[config.mk]
export PLATFORM = sky130hd
export DESIGN_NAME = eip_top
export DESIGN_NICKNAME = d
export VERILOG_FILES = /design/src/logic/eip_pkg.sv /design/src/logic/eip_top.sv
export SDC_FILE = /design/constraint.sdc
export NUM_CORES = 1
export LEC_CHECK = 0
export BUFFER_PORTS_ARGS = -buffer_cell sky130_fd_sc_hd__clkbuf_2
export CORE_UTILIZATION = 45
export CTS_BUF_LIST = sky130_fd_sc_hd__clkbuf_16
export DETAILED_ROUTE_END_ITERATION = 10
export GPL_ROUTABILITY_DRIVEN = 0
export PLACE_DENSITY = 0.77
export SLEW_MARGIN = 20
export SYNTH_ARGS = -nofsm -noshare
export SYNTH_HDL_FRONTEND = slang
export SYNTH_SLANG_ARGS = --single-unit
[constraint.sdc]
create_clock -name i_sys_clk -period 2.05 [get_ports i_sys_clk]
set_input_delay 0.41 -clock i_sys_clk [delete_from_list [all_inputs] [get_ports i_sys_clk]]
set_output_delay 0.41 -clock i_sys_clk [all_outputs]
set_load 0.02 [all_outputs]
[src/logic/eip_pkg.sv]
// package of constants and types for the external interrupt pin block
package eip_pkg;
  // ***********************************************************
  // widths and counts
  // ***********************************************************
  localparam int EIP_NUM_EXT = 4;
  localparam int EIP_NUM_SRC = 5;
  localparam int EIP_ID_W = 4;
  localparam int EIP_ADDR_W = 4;
  // ***********************************************************
  // register byte offsets
  // ***********************************************************
  localparam logic [EIP_ADDR_W-1:0] EIP_OFS_POLARITY = 4'h0;
  localparam logic [EIP_ADDR_W-1:0] EIP_OFS_PENDING = 4'h4;
  localparam logic [EIP_ADDR_W-1:0] EIP_OFS_SERVICE = 4'h8;
  localparam logic [EIP_ADDR_W-1:0] EIP_OFS_LAST_ID = 4'hc;
  // ***********************************************************
  // reset values and service slot ids
  // ***********************************************************
  localparam logic [EIP_NUM_EXT-1:0] EIP_POL_RESET = 4'h0;
  localparam logic [EIP_ID_W-1:0] EIP_ID_NMI = 4'h1;
  localparam logic [EIP_ID_W-1:0] EIP_ID_EXT_BASE = 4'h4;
  localparam logic [1:0] EIP_RESP_OKAY = 2'h0;
  localparam logic [1:0] EIP_RESP_SLVERR = 2'h2;
  // ***********************************************************
  // carrier of the acknowledge strobe and its id
  // ***********************************************************
  typedef struct packed {
    logic strobe;
    logic [EIP_ID_W-1:0] id;
  } eip_ack_s;
endpackage : eip_pkg

[src/logic/eip_top.sv]
// external interrupt pin logic with an axi4-lite register slave
//
// The register addresses and the AXI4-Lite interface to the registers were chosen for this implementation.
`timescale 1ns/1ps
module eip_top
  import eip_pkg::*;
(
  input wire logic i_sys_clk,
  input wire logic i_rstn,
  input wire logic i_nmi,
  input wire logic [eip_pkg::EIP_NUM_EXT-1:0] i_ext_irq_in,
  output eip_pkg::eip_ack_s o_irq_service,
  output logic o_nmi_pending,
  output logic [eip_pkg::EIP_NUM_EXT-1:0] o_ext_pending,
  input wire logic [eip_pkg::EIP_ADDR_W-1:0] i_awaddr,
  input wire logic i_awvalid,
  output logic o_awready,
  input wire logic [31:0] i_wdata,
  input wire logic [3:0] i_wstrb,
  input wire logic i_wvalid,
  output logic o_wready,
  output logic [1:0] o_bresp,
  output logic o_bvalid,
  input wire logic i_bready,
  input wire logic [eip_pkg::EIP_ADDR_W-1:0] i_araddr,
  input wire logic i_arvalid,
  output logic o_arready,
  output logic [31:0] o_rdata,
  output logic [1:0] o_rresp,
  output logic o_rvalid,
  input wire logic i_rready
);
  import eip_pkg::*;

  // ***********************************************************
  // input synchronisers and edge detection
  // ***********************************************************
  logic [EIP_NUM_SRC-1:0] raw_in;
  logic [EIP_NUM_SRC-1:0] sync1;
  logic [EIP_NUM_SRC-1:0] sync2;
  logic [EIP_NUM_SRC-1:0] sync_prev;
  logic [EIP_NUM_SRC-1:0] edge_hit;
  logic [EIP_NUM_SRC-1:0] pending;
  logic [EIP_NUM_SRC-1:0] svc_clear;
  logic [EIP_NUM_EXT-1:0] ext_irq_edge_polarity;
  logic svc_fire;
  logic [EIP_ID_W-1:0] svc_id;

  assign raw_in = {i_ext_irq_in, i_nmi};

  always_ff @(posedge i_sys_clk or negedge i_rstn) begin
    if (!i_rstn) begin
      sync1 <= '0;
      sync2 <= '0;
      sync_prev <= '0;
    end else begin
      sync1 <= raw_in;
      sync2 <= sync1;
      sync_prev <= sync2;
    end
  end

  assign edge_hit[0] = sync2[0] && !sync_prev[0];

  genvar gi;
  generate
    for (gi = 0; gi < EIP_NUM_EXT; gi++) begin : g_ext
      assign edge_hit[gi+1] = ext_irq_edge_polarity[gi] ? (sync_prev[gi+1] && !sync2[gi+1])
                                                        : (sync2[gi+1] && !sync_prev[gi+1]);
      // external slot ids 4 to 7
      assign svc_clear[gi+1] = svc_fire && (svc_id == EIP_ID_EXT_BASE + EIP_ID_W'(gi));
    end
  endgenerate

  assign svc_clear[0] = svc_fire && (svc_id == EIP_ID_NMI);

  // pending latch, a new edge wins over the clear
  always_ff @(posedge i_sys_clk or negedge i_rstn) begin
    if (!i_rstn) begin
      pending <= '0;
    end else begin
      pending <= (pending & ~svc_clear) | edge_hit;
    end
  end

  assign o_nmi_pending = pending[0];
  assign o_ext_pending = pending[EIP_NUM_SRC-1:1];

  // ***********************************************************
  // axi4-lite write channel
  // ***********************************************************
  // address and data are held until both have arrived, in either order
  logic aw_held;
  logic w_held;
  logic [EIP_ADDR_W-1:0] aw_addr;
  logic [31:0] w_data;
  logic [3:0] w_strb;
  logic wr_go;

  assign o_awready = !aw_held && !o_bvalid;
  assign o_wready = !w_held && !o_bvalid;
  assign wr_go = aw_held && w_held && !o_bvalid;

  always_ff @(posedge i_sys_clk or negedge i_rstn) begin
    if (!i_rstn) begin
      aw_held <= 1'b0;
      w_held <= 1'b0;
      aw_addr <= '0;
      w_data <= '0;
      w_strb <= '0;
    end else begin
      if (i_awvalid && o_awready) begin
        aw_held <= 1'b1;
        aw_addr <= i_awaddr;
      end else if (wr_go) begin
        aw_held <= 1'b0;
      end
      if (i_wvalid && o_wready) begin
        w_held <= 1'b1;
        w_data <= i_wdata;
        w_strb <= i_wstrb;
      end else if (wr_go) begin
        w_held <= 1'b0;
      end
    end
  end

  always_ff @(posedge i_sys_clk or negedge i_rstn) begin
    if (!i_rstn) begin
      o_bvalid <= 1'b0;
      o_bresp <= EIP_RESP_OKAY;
    end else if (wr_go) begin
      o_bvalid <= 1'b1;
      o_bresp <= (aw_addr == EIP_OFS_POLARITY || aw_addr == EIP_OFS_SERVICE) ? EIP_RESP_OKAY
                                                                            : EIP_RESP_SLVERR;
    end else if (i_bready) begin
      o_bvalid <= 1'b0;
    end
  end

  // polarity register, steers edge selection
  always_ff @(posedge i_sys_clk or negedge i_rstn) begin
    if (!i_rstn) begin
      ext_irq_edge_polarity <= EIP_POL_RESET;
    end else if (wr_go && aw_addr == EIP_OFS_POLARITY && w_strb[0]) begin
      ext_irq_edge_polarity <= w_data[EIP_NUM_EXT-1:0];
    end
  end

  // ***********************************************************
  // service and acknowledge
  // ***********************************************************
  // a write to the service register is the core servicing slot svc_id
  assign svc_fire = wr_go && aw_addr == EIP_OFS_SERVICE && w_strb[0];
  assign svc_id = w_data[EIP_ID_W-1:0];

  // one process for the whole carrier, so strobe and id never have two drivers
  always_ff @(posedge i_sys_clk or negedge i_rstn) begin
    if (!i_rstn) begin
      o_irq_service <= '0;
    end else begin
      o_irq_service.strobe <= svc_fire;
      // id stays valid with and after the strobe
      if (svc_fire) begin
        o_irq_service.id <= svc_id;
      end
    end
  end

  // ***********************************************************
  // axi4-lite read channel
  // ***********************************************************
  assign o_arready = !o_rvalid;

  always_ff @(posedge i_sys_clk or negedge i_rstn) begin
    if (!i_rstn) begin
      o_rvalid <= 1'b0;
      o_rdata <= '0;
      o_rresp <= EIP_RESP_OKAY;
    end else if (i_arvalid && o_arready) begin
      o_rvalid <= 1'b1;
      o_rresp <= EIP_RESP_OKAY;
      case (i_araddr)
        EIP_OFS_POLARITY: o_rdata <= {28'h0, ext_irq_edge_polarity};
        EIP_OFS_PENDING: o_rdata <= {27'h0, pending};
        EIP_OFS_SERVICE: o_rdata <= 32'h0;
        EIP_OFS_LAST_ID: o_rdata <= {28'h0, o_irq_service.id};
        default: begin
          o_rdata <= 32'h0;
          o_rresp <= EIP_RESP_SLVERR;
        end
      endcase
    end else if (i_rready) begin
      o_rvalid <= 1'b0;
    end
  end

  // ***********************************************************
  // assertions
  // ***********************************************************
  AST_NMI_EDGE: assert property (@(posedge i_sys_clk) disable iff (!i_rstn)
    (sync2[0] && !sync_prev[0]) |=> pending[0])
    else $error("nmi rising edge not latched");

  AST_NMI_LEVEL: assert property (@(posedge i_sys_clk) disable iff (!i_rstn)
    (!pending[0] && sync2[0] && sync_prev[0]) |=> !pending[0])
    else $error("nmi level raised a new event");

  AST_EXT_POL: assert property (@(posedge i_sys_clk) disable iff (!i_rstn)
    (!ext_irq_edge_polarity[0] && $fell(sync2[1]) && !pending[1]) |=> !pending[1])
    else $error("external input fired on the wrong edge");

  AST_ACK_PULSE: assert property (@(posedge i_sys_clk) disable iff (!i_rstn)
    svc_fire |=> o_irq_service.strobe ##1 !o_irq_service.strobe || $past(svc_fire))
    else $error("acknowledge did not follow service");

  AST_ACK_ID: assert property (@(posedge i_sys_clk) disable iff (!i_rstn)
    svc_fire |=> o_irq_service.id == $past(svc_id))
    else $error("acknowledge id does not match serviced slot");

  AST_SLOT_CLEAR: assert property (@(posedge i_sys_clk) disable iff (!i_rstn)
    (svc_fire && svc_id == EIP_ID_EXT_BASE && !edge_hit[1]) |=> !pending[1])
    else $error("slot 4 service did not clear first external input");

  AST_HOLD: assert property (@(posedge i_sys_clk) disable iff (!i_rstn)
    (pending[2] && !svc_clear[2]) |=> pending[2])
    else $error("pending edge lost before service");
endmodule : eip_top

==> flow_summary_export.csv <==
group,metric,value,unit
global_route,grt_pass1_wl,5816,microns
run_status,violations,"design-rule violations",
logic_synthesis,avgSynthCellArea,12.23,sq um
logic_synthesis,synthAdderAreaFrac,0,%
timing,worst_slew_pin_slew,0.5192,ns
timing,fin_crit,1.872,ns
critical_path,cp.required,2.22,ns
global_route,grt_pass1_vias,1272,
logic_synthesis,synth_top_area_share,57.61,%
clocking,cts.sinks,49,
die,io_pins,107,
logic_synthesis,synth-simple-area-share,10.35,%
global_route,grt_usage,15.40,%
clocking,ctsRootBufferMaster,"clkbuf_16",
route,first_pass_iters,9,
layout,diodes,0,
logic_synthesis,synthArstFlopShare,100.0,%
clocking,cts_resized,0,
route,routedWlPerCell,13.26,microns
logic_synthesis,synth_top_cell_by_area,"dfrtp_1",
logic_synthesis,seq_area_frac_synth,57.61,%
timing,min_period_over_period,91.34,%
clocking,htreeDepth,2,
timing,rsz0062_at_grt,"false",
clocking,clockBufferDepth,2,
route,drc,10,
clocking,cts_made_buffers,5,
timing,fmax,534.1,MHz
critical_path,arrival,2.04,ns
timing,setup_viol,0,
logic_synthesis,synth_top_family_by_area,"buffers and inverters",
clocking,cts_setup_buffers,0,
logic_synthesis,synth_compound_area_share,8.054,%
critical_path,path_buf_inv,0,
route,drt_iter0_drc,78,
timing,finalClockSkew,0.005027,ns
clocking,postCtsHoldBufs,0,
layout,area_growth,16.05,%
power_and_ir_drop,ir_drop,0.4678,mV
die,die_h,70.77,microns
critical_path,max_stage_delay,0.68,ns
min_path,hold_path.class,"input port to async pin",
timing,drv_slew,0,
die,die_w,70.77,microns
placement,portBuffers,46,
layout,drive_above_1_share,33.78,%
logic_synthesis,synth_cells,174,
route,ant_nets,0,
critical_path,path_delay_family,"simple AND/OR/NAND/NOR gates",
die,num_rows,24,
critical_path,slowest_stage,"or4b_1",
die,core-area,4444,sq um
logic_synthesis,synth-seq-cells,49,
timing,maxSlewHeadroom,65.39,%
die,start_util,47.89,%
timing,setup_tns,0,ns
route,vias_per_cell,4.912,
timing,hold_viol,0,
logic_synthesis,syn_area,2128,sq um
logic_synthesis,ys_types,30,
logic_synthesis,synthFlopType,"dfrtp_1",
critical_path,cp-end-kind,"register",
logic_synthesis,synthMuxAreaShare,11.35,%
flow_run,maxCapViolCount,0,
power_and_ir_drop,power.density,1230,nW/um^2
die,dieArea,5008,sq um
route,routed_wl,3634,microns
clocking,clock_latency,0.28,ns
clocking,clk_pin_slew,0.06,ns
global_route,antenna_found_initial,0,
run_status,status,"finished, violations left",
critical_path,start_kind,"register",
logic_synthesis,synth_warnings,0,
logic_synthesis,synthXorXnorAreaFrac,0,%
logic_synthesis,synth_area_leaders,"dfrtp_1 (58%), buf_4 (10%), mux2_2 (9.0%)",
clocking,cts_tree,"built",
layout,nets,278,
critical_path,critPathMaxFanout,6,
global_route,grt_max_degree,31,
power_and_ir_drop,p_leak,1.218,nW
global_route,grt.overflow.total,0,
critical_path,crit_chain,"or4b_1 > nor3_4 > mux2_2",
critical_path,crit_type,"register to register",
route,dr_total_vias,1346,
placement,hpwlAfterDp,2742,microns
logic_synthesis,synth_edf_count,0,
timing,fin_hold_ws,0.08886,ns
==> through the flow <==
stage / cell area [sq um] / power [mW] / worst slack [ns] / util, % / cells
2_1_floorplan: 2233 / 1.955 / 0.3234 / - / 202
3_3_place_gp: 2310 / 2.142 / 0.2046 / 51.97 / 267
3_5_place_dp: 2310 / 2.170 / 0.1728 / 51.97 / 267
5_1_grt: 2470 / 3.202 / 0.1077 / 55.57 / 274
6_report: 2470 / 3.039 / 0.1776 / 55.57 / 274
4_1_cts: 2470 / 3.070 / 0.1625 / 55.57 / 274
==> kinds of logic after synthesis <==
logic type             count (synthesis)
AOI/OAI and AO/OA                     24
DFF                                   49
and+or+nand+nor                       37
other                                  1
buffers and inverters                 41
muxes                                 22
==> layout by cell type (no fill, tap or decap), types with 2 or more instances in the layout <==
master and instances:
nand2_1 8, nand4b_1 2, nand3_1 6, conb_1 29
nor2_1 8, inv_1 7, clkbuf_16 5, nand3b_1 2
mux2i_1 5, dfrtp_1 49, clkbuf_2 46, o41ai_1 5
mux2_2 17, a22o_1 4, o21ai_0 9, o211ai_1 3
a21oi_1 2
==> path summary, 6_finish.rpt <==
kind / end / depth (start not counted) / startpoint / slack (ns)
worst max-delay path: ext_irq_edge_polarity[3]$_DFFE_PN0P_ / 3 / aw_addr[1]$_DFFE_PN0P_ / 0.18
max in group asynchronous: ext_irq_edge_polarity[1]$_DFFE_PN0P_ / 2 / i_rstn / 1.42
worst min-delay path: aw_addr[1]$_DFFE_PN0P_ / 1 / i_rstn / 0.09
min in group i_sys_clk: sync1[2]$_DFF_PN0_ / 1 / i_ext_irq_in[1] / 0.23
worst min register to register: sync2[2]$_DFF_PN0_ / 0 / sync1[2]$_DFF_PN0_ / 0.35
worst max register to register: ext_irq_edge_polarity[3]$_DFFE_PN0P_ / 3 / aw_addr[1]$_DFFE_PN0P_ / 0.18
==> per-layer routing <==
layer,share of wire [%],track usage [%]
met1,44,20.77
met2,48,23.18
met3,5.0,3.846
met4,2.1,8.000
met5,0,0
==> Yosys cell counts, drive strengths merged, types with 3 or more instances <==
cell    count
mux2       17
mux2i       5
inv         7
clkbuf      3
o41ai       5
o211ai      3
o21ai       9
a22o        4
buf        31
nand3       6
dfrtp      49
nand2       8
nor2        8
==> sequential cells by signal, indices dropped and copies added (netlist names), 4 cells and up <==
register,flops
pending,5
sync2,5
o_irq_service,5
ext_irq_edge_polarity,4
w_data,4
o_rdata,5
aw_addr,4
sync1,5
sync_prev,5
==> final cells by class <==
class                      count  area, sq um
sequential                    49         1226
fill                         390         1974
clock buffer                   5        125.1
timing repair buffer          47        250.2
tap                           52        65.06
clock inverter                 2        35.03
inverter                       7        26.28
multi-input combinational    112        742.0
==> worst reg2reg max path: cells and delay by family (launching register included) <==
kind	cells	cell delay, ns
flops	1	0.40
mux	1	0.37
simple gates	2	0.98
==> report_power, final <==
group / leakage [nW] / switching, mW / internal (mW) / total, mW
Sequential: 0.584 / 0.235 / 1.19 / 1.42
Clock: 0.0797 / 0.318 / 0.565 / 0.884
Combinational: 0.554 / 0.417 / 0.318 / 0.734
Total: 1.22 / 0.970 / 2.07 / 3.04
(Power assumes the default switching activity.)
